--- src/verilog/pcm_pkg.sv ---
// Shared constants, opcodes and carrier types for the sequencing and mode register block
package pcm_pkg;

  localparam int unsigned PAGE_W       = 6;
  localparam int unsigned STEP_W       = 6;
  localparam int unsigned PC_W         = PAGE_W + STEP_W;
  localparam int unsigned NIB_W        = 4;
  localparam int unsigned STACK_LEVELS = 4;
  localparam int unsigned STEPS_PER_PAGE = 64;

  // Fixed page roles
  localparam logic [PAGE_W-1:0] PAGE_RESET   = 6'h00;
  localparam logic [PAGE_W-1:0] PAGE_SHORT   = 6'h01;
  localparam logic [PAGE_W-1:0] PAGE_INTR    = 6'h02;
  localparam logic [PAGE_W-1:0] PAGE_STANDBY = 6'h03;
  localparam logic [PAGE_W-1:0] PAGE_TABLE   = 6'h04;
  localparam logic [STEP_W-1:0] STEP_ZERO    = 6'h00;

  // Output instruction port addresses
  localparam logic [3:0] ADDR_OUT_ZERO = 4'h0;
  localparam logic [3:0] ADDR_OUT_ONE  = 4'h1;
  localparam logic [3:0] ADDR_OUT_TWO  = 4'h2;
  localparam logic [3:0] ADDR_MELODY   = 4'hD;
  localparam logic [3:0] ADDR_MASK     = 4'hE;
  localparam logic [3:0] ADDR_DISPLAY  = 4'hF;

  // Writable bits of each output latch and mode register; the rest hold zero
  localparam logic [3:0] MASK_OUT     = 4'hF;
  localparam logic [3:0] MASK_MELODY  = 4'h1;
  localparam logic [3:0] MASK_INTR    = 4'h5;
  localparam logic [3:0] MASK_DISPLAY = 4'h7;

  // Field positions
  localparam int unsigned BIT_MELODY_RUN = 0;
  localparam int unsigned BIT_EXT_ALLOW  = 0;
  localparam int unsigned BIT_DIV_ALLOW  = 2;
  localparam int unsigned BIT_LCD_ON     = 0;
  localparam int unsigned BIT_BOOST_ON   = 1;
  localparam int unsigned BIT_SYS_SLOW   = 2;
  localparam int unsigned BIT_PIN_READ   = 0;

  localparam logic [3:0] NIB_RESET = 4'h0;
  localparam logic [1:0] DIV_FAST  = 2'h1;
  localparam logic [1:0] DIV_SLOW  = 2'h3;

  typedef enum logic [3:0] {
    OP_NONE      = 4'h0,
    OP_STEP      = 4'h1,
    OP_JUMP      = 4'h2,
    OP_CALL      = 4'h3,
    OP_SHORT     = 4'h4,
    OP_TABLE     = 4'h5,
    OP_RETURN    = 4'h6,
    OP_INTR      = 4'h7,
    OP_STANDBY   = 4'h8,
    OP_OUT       = 4'h9,
    OP_IN        = 4'hA,
    OP_TEST_MEL  = 4'hB,
    OP_TEST_EXT  = 4'hC,
    OP_TEST_DIV  = 4'hD,
    OP_CARRY_SET = 4'hE,
    OP_CARRY_CLR = 4'hF
  } core_op_e;

  typedef struct packed {
    core_op_e          op;
    logic [PC_W-1:0]   target;
    logic [3:0]        port;
    logic [NIB_W-1:0]  work_nibble;
  } core_req_s;

  typedef struct packed {
    logic ext_intr_set;
    logic div_intr_set;
    logic melody_stop;
  } hw_event_s;

  typedef struct packed {
    logic carry;
    logic ext_intr_flag;
    logic div_intr_flag;
  } core_flags_s;

endpackage

--- src/verilog/nibble_latch.sv ---
// One 4-bit latch loaded from the work nibble when the output instruction selects it
`timescale 1ns/1ps
`default_nettype none
module nibble_latch
  import pcm_pkg::*;
#(
  parameter logic [3:0] ADDR     = 4'h0,
  parameter logic [3:0] WR_MASK  = 4'hF
)(
  input  wire logic              clock_i,
  input  wire logic              sys_rst_i,
  input  wire logic              wr_i,
  input  wire logic [3:0]        port_i,
  input  wire logic [NIB_W-1:0]  data_i,
  output var  logic [NIB_W-1:0]  q_o
);

  logic [NIB_W-1:0] next_q;

  always_comb
  begin
    next_q = q_o;
    if (wr_i && (port_i == ADDR))
    begin
      next_q = data_i & WR_MASK;
    end
  end

  always_ff @(posedge clock_i)
  begin
    if (sys_rst_i)
    begin
      q_o <= NIB_RESET;
    end
    else
    begin
      q_o <= next_q;
    end
  end

endmodule
`default_nettype wire

--- src/verilog/pc_mode_regs.sv ---
// Program counter, call stack, flags, output latches and mode registers of the core
// Functional notes
// - 12-bit counter: 6-bit page, 6-bit step
// - Pages of 64 steps, 32/48/64 pages
// - Table lookup pushes one stack level
// - Fixed entry pages zero to four
// - Carry, external and divider interrupt flags
// - Three output latches loaded from work nibble
// - Mode registers written like output latches
// - Input reads raw pin into bit 0
// - Melody run bit sets/clears melody flop
// - Stop code sets end flag; test clears
// - External interrupt allow bit masks request
// - Divider interrupt allow bit masks request
// - LCD and booster enable bits
// - System clock divide by 2 or 4
// - Reset selects divide-by-2 system clock
`timescale 1ns/1ps
`default_nettype none
module pc_mode_regs
  import pcm_pkg::*;
#(
  parameter int unsigned PAGES = 64
)(
  input  wire logic              clock_i,
  input  wire logic              sys_rst_i,
  input  wire core_req_s         req_i,
  input  wire hw_event_s         event_i,
  input  wire logic              alu_carry_i,
  input  wire logic              alu_carry_we_i,
  input  wire logic              ext_intr_pin_i,
  output var  logic [PC_W-1:0]   pc_o,
  output var  logic [2:0]        stack_used_o,
  output var  core_flags_s       flags_o,
  output var  logic [NIB_W-1:0]  read_nibble_o,
  output var  logic              test_result_o,
  output var  logic [NIB_W-1:0]  out_port_zero_o,
  output var  logic [NIB_W-1:0]  out_port_one_o,
  output var  logic [NIB_W-1:0]  out_port_two_o,
  output var  logic [NIB_W-1:0]  melody_control_o,
  output var  logic [NIB_W-1:0]  interrupt_enable_mask_o,
  output var  logic [NIB_W-1:0]  display_clock_control_o,
  output var  logic              melody_flop_o,
  output var  logic              melody_start_o,
  output var  logic              intr_request_o,
  output var  logic              sys_tick_o
);

  if (!(PAGES == 32 || PAGES == 48 || PAGES == 64))
  begin
    $error("PAGES must be 32, 48 or 64");
  end

  typedef struct packed {
    logic [PAGE_W-1:0]                   page_field;
    logic [STEP_W-1:0]                   step_counter;
    logic [STACK_LEVELS-1:0][PC_W-1:0]   call_stack;
    logic [2:0]                          used;
    core_flags_s                         flags;
    logic                                melody_flop;
    logic                                melody_start;
    logic                                melody_end_flag;
    logic [NIB_W-1:0]                    read_nibble;
    logic                                test_result;
    logic                                intr_request;
    logic [1:0]                          div_count;
    logic                                sys_tick;
  } core_state_s;

  core_state_s st;
  core_state_s next_st;

  logic [NIB_W-1:0] melody_bits;
  logic [NIB_W-1:0] mask_bits;
  logic [NIB_W-1:0] next_mask;
  logic [NIB_W-1:0] display_bits;
  logic             out_wr;
  logic [PC_W-1:0]  ret_addr;
  logic             push;
  logic             page_ok;

  assign out_wr   = (req_i.op == OP_OUT);
  assign ret_addr = {st.page_field, st.step_counter + 6'h01};
  assign page_ok  = (32'(req_i.target[PC_W-1:STEP_W]) < PAGES);
  // Request follows the mask being written in the same cycle
  assign next_mask = (out_wr && (req_i.port == ADDR_MASK)) ?
                     (req_i.work_nibble & MASK_INTR) : mask_bits;

  // Output latches and mode registers share one write path
  nibble_latch #(.ADDR(ADDR_OUT_ZERO), .WR_MASK(MASK_OUT)) u_out_zero (
    .clock_i   (clock_i),
    .sys_rst_i (sys_rst_i),
    .wr_i      (out_wr),
    .port_i    (req_i.port),
    .data_i    (req_i.work_nibble),
    .q_o       (out_port_zero_o)
  );
  nibble_latch #(.ADDR(ADDR_OUT_ONE), .WR_MASK(MASK_OUT)) u_out_one (
    .clock_i   (clock_i),
    .sys_rst_i (sys_rst_i),
    .wr_i      (out_wr),
    .port_i    (req_i.port),
    .data_i    (req_i.work_nibble),
    .q_o       (out_port_one_o)
  );
  nibble_latch #(.ADDR(ADDR_OUT_TWO), .WR_MASK(MASK_OUT)) u_out_two (
    .clock_i   (clock_i),
    .sys_rst_i (sys_rst_i),
    .wr_i      (out_wr),
    .port_i    (req_i.port),
    .data_i    (req_i.work_nibble),
    .q_o       (out_port_two_o)
  );
  nibble_latch #(.ADDR(ADDR_MELODY), .WR_MASK(MASK_MELODY)) u_melody (
    .clock_i   (clock_i),
    .sys_rst_i (sys_rst_i),
    .wr_i      (out_wr),
    .port_i    (req_i.port),
    .data_i    (req_i.work_nibble),
    .q_o       (melody_bits)
  );
  nibble_latch #(.ADDR(ADDR_MASK), .WR_MASK(MASK_INTR)) u_mask (
    .clock_i   (clock_i),
    .sys_rst_i (sys_rst_i),
    .wr_i      (out_wr),
    .port_i    (req_i.port),
    .data_i    (req_i.work_nibble),
    .q_o       (mask_bits)
  );
  nibble_latch #(.ADDR(ADDR_DISPLAY), .WR_MASK(MASK_DISPLAY)) u_display (
    .clock_i   (clock_i),
    .sys_rst_i (sys_rst_i),
    .wr_i      (out_wr),
    .port_i    (req_i.port),
    .data_i    (req_i.work_nibble),
    .q_o       (display_bits)
  );

  // Calls, short calls, table lookups, interrupt entries and standby entries push the return address
  assign push = (req_i.op == OP_CALL) || (req_i.op == OP_SHORT) ||
                (req_i.op == OP_TABLE) || (req_i.op == OP_INTR) ||
                (req_i.op == OP_STANDBY);

  always_comb
  begin
    next_st              = st;
    next_st.melody_start = 1'b0;
    next_st.test_result  = 1'b0;
    if (push)
    begin
      next_st.call_stack = {st.call_stack[STACK_LEVELS-2:0], ret_addr};
      if (st.used < 3'(STACK_LEVELS))
      begin
        next_st.used = st.used + 3'h1;
      end
    end
    case (req_i.op)
      OP_STEP:
      begin
        next_st.step_counter = st.step_counter + 6'h01;
      end
      OP_JUMP, OP_CALL:
      begin
        if (page_ok)
        begin
          next_st.page_field   = req_i.target[PC_W-1:STEP_W];
          next_st.step_counter = req_i.target[STEP_W-1:0];
        end
        else
        begin
          next_st.step_counter = st.step_counter + 6'h01;
        end
      end
      OP_SHORT:
      begin
        next_st.page_field   = PAGE_SHORT;
        next_st.step_counter = req_i.target[STEP_W-1:0];
      end
      OP_TABLE:
      begin
        next_st.page_field   = PAGE_TABLE;
        next_st.step_counter = req_i.target[STEP_W-1:0];
      end
      OP_INTR:
      begin
        next_st.page_field   = PAGE_INTR;
        next_st.step_counter = STEP_ZERO;
      end
      OP_STANDBY:
      begin
        next_st.page_field   = PAGE_STANDBY;
        next_st.step_counter = STEP_ZERO;
      end
      OP_RETURN:
      begin
        {next_st.page_field, next_st.step_counter} = st.call_stack[0];
        next_st.call_stack = {st.call_stack[0], st.call_stack[STACK_LEVELS-1:1]};
        if (st.used != 3'h0)
        begin
          next_st.used = st.used - 3'h1;
        end
      end
      OP_OUT:
      begin
        next_st.step_counter = st.step_counter + 6'h01;
        if (req_i.port == ADDR_MELODY)
        begin
          next_st.melody_flop  = req_i.work_nibble[BIT_MELODY_RUN];
          next_st.melody_start = req_i.work_nibble[BIT_MELODY_RUN];
        end
      end
      OP_IN:
      begin
        next_st.step_counter = st.step_counter + 6'h01;
        next_st.read_nibble  = NIB_RESET;
        next_st.read_nibble[BIT_PIN_READ] = ext_intr_pin_i;
      end
      OP_TEST_MEL:
      begin
        next_st.step_counter    = st.step_counter + 6'h01;
        next_st.test_result     = st.melody_end_flag;
        next_st.melody_end_flag = 1'b0;
      end
      OP_TEST_EXT:
      begin
        next_st.step_counter        = st.step_counter + 6'h01;
        next_st.test_result         = st.flags.ext_intr_flag;
        next_st.flags.ext_intr_flag = 1'b0;
      end
      OP_TEST_DIV:
      begin
        next_st.step_counter        = st.step_counter + 6'h01;
        next_st.test_result         = st.flags.div_intr_flag;
        next_st.flags.div_intr_flag = 1'b0;
      end
      OP_CARRY_SET:
      begin
        next_st.step_counter = st.step_counter + 6'h01;
        next_st.flags.carry  = 1'b1;
      end
      OP_CARRY_CLR:
      begin
        next_st.step_counter = st.step_counter + 6'h01;
        next_st.flags.carry  = 1'b0;
      end
      default:
      begin
        next_st.step_counter = st.step_counter;
      end
    endcase
    if (alu_carry_we_i)
    begin
      next_st.flags.carry = alu_carry_i;
    end
    // Hardware events win over a clear in the same cycle
    if (event_i.ext_intr_set)
    begin
      next_st.flags.ext_intr_flag = 1'b1;
    end
    if (event_i.div_intr_set)
    begin
      next_st.flags.div_intr_flag = 1'b1;
    end
    if (event_i.melody_stop)
    begin
      next_st.melody_end_flag = 1'b1;
    end
    next_st.intr_request =
      (next_st.flags.ext_intr_flag & next_mask[BIT_EXT_ALLOW]) |
      (next_st.flags.div_intr_flag & next_mask[BIT_DIV_ALLOW]);
    // System clock tick from the main oscillation
    if (st.div_count == 2'h0)
    begin
      next_st.div_count = display_bits[BIT_SYS_SLOW] ? DIV_SLOW : DIV_FAST;
      next_st.sys_tick  = 1'b1;
    end
    else
    begin
      next_st.div_count = st.div_count - 2'h1;
      next_st.sys_tick  = 1'b0;
    end
  end

  always_ff @(posedge clock_i)
  begin
    if (sys_rst_i)
    begin
      st            <= '0;
      st.page_field <= PAGE_RESET;
    end
    else
    begin
      st <= next_st;
    end
  end

  assign pc_o                    = {st.page_field, st.step_counter};
  assign stack_used_o            = st.used;
  assign flags_o                 = st.flags;
  assign read_nibble_o           = st.read_nibble;
  assign test_result_o           = st.test_result;
  assign melody_control_o        = {melody_bits[3:2], st.melody_end_flag,
                                    melody_bits[BIT_MELODY_RUN]};
  assign interrupt_enable_mask_o = mask_bits;
  assign display_clock_control_o = display_bits;
  assign melody_flop_o           = st.melody_flop;
  assign melody_start_o          = st.melody_start;
  assign intr_request_o          = st.intr_request;
  assign sys_tick_o              = st.sys_tick;

  property p_table_push;
    @(posedge clock_i) disable iff (sys_rst_i)
    (req_i.op == OP_TABLE && stack_used_o < 3'h4)
      |=> (stack_used_o == $past(stack_used_o) + 3'h1) && (pc_o[11:6] == PAGE_TABLE);
  endproperty
  a_table_push: assert property (p_table_push) else $error("table lookup push wrong");

  property p_step_adv;
    @(posedge clock_i) disable iff (sys_rst_i)
    (req_i.op == OP_STEP) |=> (pc_o[5:0] == $past(pc_o[5:0]) + 6'h01)
                              && (pc_o[11:6] == $past(pc_o[11:6]));
  endproperty
  a_step_adv: assert property (p_step_adv) else $error("step counter wrong");

  property p_intr_page;
    @(posedge clock_i) disable iff (sys_rst_i)
    (req_i.op == OP_INTR) |=> (pc_o == 12'h080);
  endproperty
  a_intr_page: assert property (p_intr_page) else $error("interrupt entry wrong");

  property p_pin_read;
    @(posedge clock_i) disable iff (sys_rst_i)
    (req_i.op == OP_IN) |=> (read_nibble_o == {3'h0, $past(ext_intr_pin_i)});
  endproperty
  a_pin_read: assert property (p_pin_read) else $error("pin read wrong");

  property p_melody_run;
    @(posedge clock_i) disable iff (sys_rst_i)
    (out_wr && req_i.port == ADDR_MELODY)
      |=> (melody_flop_o == $past(req_i.work_nibble[0])) && (melody_control_o[3:2] == 2'h0);
  endproperty
  a_melody_run: assert property (p_melody_run) else $error("melody flop wrong");

  property p_end_set_wins;
    @(posedge clock_i) disable iff (sys_rst_i)
    event_i.melody_stop |=> melody_control_o[1];
  endproperty
  a_end_set_wins: assert property (p_end_set_wins) else $error("end flag lost");

  property p_ext_mask;
    @(posedge clock_i) disable iff (sys_rst_i)
    intr_request_o |-> (flags_o.ext_intr_flag && interrupt_enable_mask_o[0]) ||
                       (flags_o.div_intr_flag && interrupt_enable_mask_o[2]);
  endproperty
  a_ext_mask: assert property (p_ext_mask) else $error("masked interrupt raised");

  property p_div_accept;
    @(posedge clock_i) disable iff (sys_rst_i)
    (event_i.div_intr_set && interrupt_enable_mask_o[2] && !out_wr) |=> intr_request_o;
  endproperty
  a_div_accept: assert property (p_div_accept) else $error("divider request lost");

  property p_unused_zero;
    @(posedge clock_i) disable iff (sys_rst_i)
    (interrupt_enable_mask_o[3] == 1'b0) && (interrupt_enable_mask_o[1] == 1'b0)
      && (display_clock_control_o[3] == 1'b0);
  endproperty
  a_unused_zero: assert property (p_unused_zero) else $error("unused bit set");

  property p_fast_tick;
    @(posedge clock_i) disable iff (sys_rst_i)
    (sys_tick_o && !display_clock_control_o[2] && !$past(display_clock_control_o[2]))
      |=> !sys_tick_o ##1 (sys_tick_o || display_clock_control_o[2]);
  endproperty
  a_fast_tick: assert property (p_fast_tick) else $error("divide by 2 wrong");

  c_table_return: cover property (@(posedge clock_i) disable iff (sys_rst_i)
    req_i.op == OP_TABLE ##[1:8] req_i.op == OP_RETURN);
  c_melody_start: cover property (@(posedge clock_i) disable iff (sys_rst_i) melody_start_o);
  c_intr_req: cover property (@(posedge clock_i) disable iff (sys_rst_i) intr_request_o);
  c_slow_clock: cover property (@(posedge clock_i) disable iff (sys_rst_i)
    display_clock_control_o[2] && sys_tick_o);

endmodule
`default_nettype wire

--- config.mk ---
export PLATFORM = sky130hd
export DESIGN_NAME = pc_mode_regs
export DESIGN_NICKNAME = d
export VERILOG_FILES = /design/src/verilog/pcm_pkg.sv /design/src/verilog/nibble_latch.sv /design/src/verilog/pc_mode_regs.sv
export SDC_FILE = /design/constraint.sdc
export NUM_CORES = 1
export LEC_CHECK = 0
export BUFFER_PORTS_ARGS = -buffer_cell sky130_fd_sc_hd__clkbuf_2
export CAP_MARGIN = 20
export CORE_MARGIN = 8
export CORE_UTILIZATION = 55
export DETAILED_ROUTE_END_ITERATION = 10
export MAX_ROUTING_LAYER = met4
export PLACE_DENSITY = 0.86
export SLEW_MARGIN = 20
export SYNTH_ARGS = -nofsm -noshare
export SYNTH_HDL_FRONTEND = slang
export SYNTH_SLANG_ARGS = --single-unit
--- constraint.sdc ---
create_clock -name clock_i -period 1.6 [get_ports clock_i]
set_input_delay 0.08 -clock clock_i [delete_from_list [all_inputs] [get_ports clock_i]]
set_output_delay 0.08 -clock clock_i [all_outputs]
set_load 0.01 [all_outputs]
==> flow_summary_export.csv <==
group,metric,value,unit
routing,ant_nets,0,
synth,ys_async_sr_fraction,0,
worst_hold_path,min_from,"req_i[1]",
sta,finalWorstPathRequiredPeriod,1.46,ns
run_status,outcome,"finished, final reports clean",
critical_path,reg2reg_slack,0.14,ns
synth,syn_area_per_cell,8.58,µm²
clock_tree,clockRootBuffer,"clkbuf_8",
critical_path,cp_max_fo,2,
sta,setup_violations,0,
critical_path,cp.arrival,1.74,ns
run,max_cap_violations,0,
sta,skew,0.0112,ns
floorplanning,io-pin-count,83,
synth,syn_inst,514,
placement,io_buffers,74,
routing,first_pass_iters,5,
critical_path,cp-startpoint,"flags_o[2]",
routing,dr_wl_met2,5770,µm
critical_path,reg2reg_from,"flags_o[2]",
synth,synth_edf_count,0,
clock_tree,worstSkewPairLatency,0.36,ns
final_layout,multiInputGateArea,2150,µm²
routing,drt_iter0_drc,410,
final_layout,syn_to_final_growth,15.5,%
critical_path,worstRegToRegCells,5,
final_layout,post-route-util,0.656,
routing,drc_errors,0,
clock_tree,ctsHoldBuffers,6,
critical_path,worstPathRequired,1.88,ns
critical_path,cp_slowest_cell,"dlygate4sd3_1",
floorplanning,placementRows,32,
floorplanning,core,7770,µm²
global_routing,grt_pass1_wl,18900,µm
routing,vias,4114,
routing,top_layer,"met4",
routing,wire_per_inst,17.2,µm
sta,rsz0062_at_grt,"false",
clock_tree,cts_tree,"done",
final_layout,final_common_cell,"dfxtp_1",
power,cellPowerDensity,927,nW/µm²
synth,yosys_warnings,0,
routing,drt-total-wl,11600,µm
synth,ys_types,58,
synth,synth_seq_cells,92,
clock_tree,cts_buffers,9,
clock_tree,cts_resized,0,
sta,drv_slew,0,
routing,wl_met3,781,µm
routing,met1_length,4760,µm
power,power,4.73,mW
routing,drt-vias-per-instance,6.09,
critical_path,reg2reg_to,"flags_o[2]",
clock_tree,cts.htree.levels,3,
global_routing,gr-total-overflow,0,
floorplanning,initial_core_util,0.568,
synth,ys.flop_type,"dfxtp_1",
global_routing,antenna_found_initial,0,
sta,finalHoldViolations,0,
clock_tree,post_cts_buffers,0,
floorplanning,die_w,106,µm
final_layout,drive_gt1_frac,0.225,
sta,max_freq,685,MHz
critical_path,critPathLaunchType,"flip-flop",
final_layout,seq_area,1840,µm²
power,max-vdd-ir-drop,0.000672,V
synth,ys_seq_area_frac,0.418,
placement,dp_hpwl,8040,µm
synth,mappedNetlistArea,4410,µm²
critical_path,path_cells,"a31oi_1 -> a311oi_1 -> a21oi_1 -> dlygate4sd3_1 -> nor2_1",
floorplanning,die_area,11100,µm²
final_layout,nets,605,
clock_tree,cts_num_sinks,92,
final_layout,insertedDiodeCount,0,
worst_hold_path,hold_path.class,"in -> reg",
power,leakagePower,2.02,nW
floorplanning,fp.dieH,106,µm
critical_path,slowest_delay,0.56,ns
global_routing,globalRouteTotalUtil,0.210,
worst_hold_path,whs_endpoint,"u_out_zero.q_o[1]",
worst_hold_path,hold_depth,3,
clock_tree,clk_pin_slew,0.08,ns
global_routing,grt_pass1_vias,3987,
placement,finalWeightedCongestion,0.907,
global_routing,grt_max_degree,50,
clock_tree,clockBufferDepth,2,
final_layout,nFillCells,606,
critical_path,endpoint_kind,"flip-flop",
critical_path,crit_type,"reg -> reg",
sta,finalCritPeriodShare,0.913,
final_layout,mostFrequentLayoutCells,"dfxtp_1, clkbuf_2, a21oi_1",
## state kept, by name (all words and copies together), names as in the netlist, 2 cells and up
register	count
u_mask.q_o	2
u_out_one.q_o	4
u_display.q_o	3
u_out_two.q_o	4
pc_o	12
u_out_zero.q_o	4
flags_o	3
st	50
stack_used_o	3
## worst max path at each step
stage,end,depth (start not counted)
floorplan,st[29],8
global placement,st[42],6
detailed placement,st[48],6
CTS,pc_o[2],4
global route,flags_o[2],8
finish,flags_o[2],5
## critical path, delay by kind of cell (launching register included)
kind / cells / cell delay (ns)
AO/OA/AOI/OAI: 3 / 0.38
buffers and inverters: 1 / 0.56
flip-flops: 1 / 0.35
AND/OR/NAND/NOR: 1 / 0.11
## synth_stat cells, drive strengths merged (3+ instances only)
| cell type | n | area [µm²] |
|---|---|---|
| dfxtp | 92 | 1840 |
| a21oi | 65 | 325 |
| nand3 | 51 | 255 |
| a22oi | 48 | 360 |
| buf | 48 | 317 |
| nor2 | 39 | 146 |
| clkbuf | 27 | 101 |
| mux2i | 23 | 230 |
| o21ai | 11 | 58.8 |
| inv | 10 | 37.5 |
| nand2 | 10 | 37.5 |
| nor3 | 10 | 50.1 |
| nor2b | 7 | 43.8 |
| a311oi | 5 | 43.8 |
| ha | 4 | 50.1 |
| nand3b | 4 | 30.0 |
| nor3b | 4 | 35.0 |
| a31oi | 3 | 18.8 |
| o221ai | 3 | 26.3 |
| or3 | 3 | 18.8 |
## stage by stage
step	cells	cell area [µm²]	setup TNS (ns)	hold WS, ns	worst slack (ns)
2_1_floorplan	521	4440	0	0.197	0.164
3_3_place_gp	654	4820	0	0.300	0.00467
3_5_place_dp	654	4820	-1.98	0.328	-0.0967
4_1_cts	675	5100	0	0.00841	0.171
5_1_grt	675	5100	0	0.0430	0.0539
6_report	675	5100	0	0.0159	0.139
## where the power goes
part	total, mW	internal [mW]	switching, mW	leakage [nW]
Clock	1.67	0.874	0.798	0.102
Sequential	2.42	2.35	0.0645	0.746
Combinational	0.639	0.258	0.380	1.17
## area by class of cell
cell class / instances / area share
repair buffers: 112 / 0.141
clock inverters: 6 / 0.0174
multi-input cells: 343 / 0.422
well taps: 102 / 0.0250
inverters: 11 / 0.00810
clock buffers: 9 / 0.0243
flip-flops and latches: 92 / 0.361
## metal layers
layer | up-vias | track usage
li1 | 1955 | -
met1 | 1954 | 0.239
met2 | 183 | 0.344
met3 | 22 | 0.0548
met4 | 0 | 0.0844
met5 | - | -
## cells by family (layout without fill, tap and decap cells)
logic type | Yosys count | count (layout) | share of synthesized area
AO/OA/AOI/OAI | 154 | 154 | 0.225
XOR/XNOR | 4 | 4 | 0.00794
adder cells (fa/ha/maj) | 4 | 4 | 0.0113
buffers and inverters | 86 | 138 | 0.104
flip-flops | 92 | 92 | 0.418
multiplexers | 24 | 24 | 0.0548
other | 1 | 8 | 0.000850
AND/OR/NAND/NOR | 149 | 149 | 0.179
No activity file was read; power rests on OpenSTA's default activity.
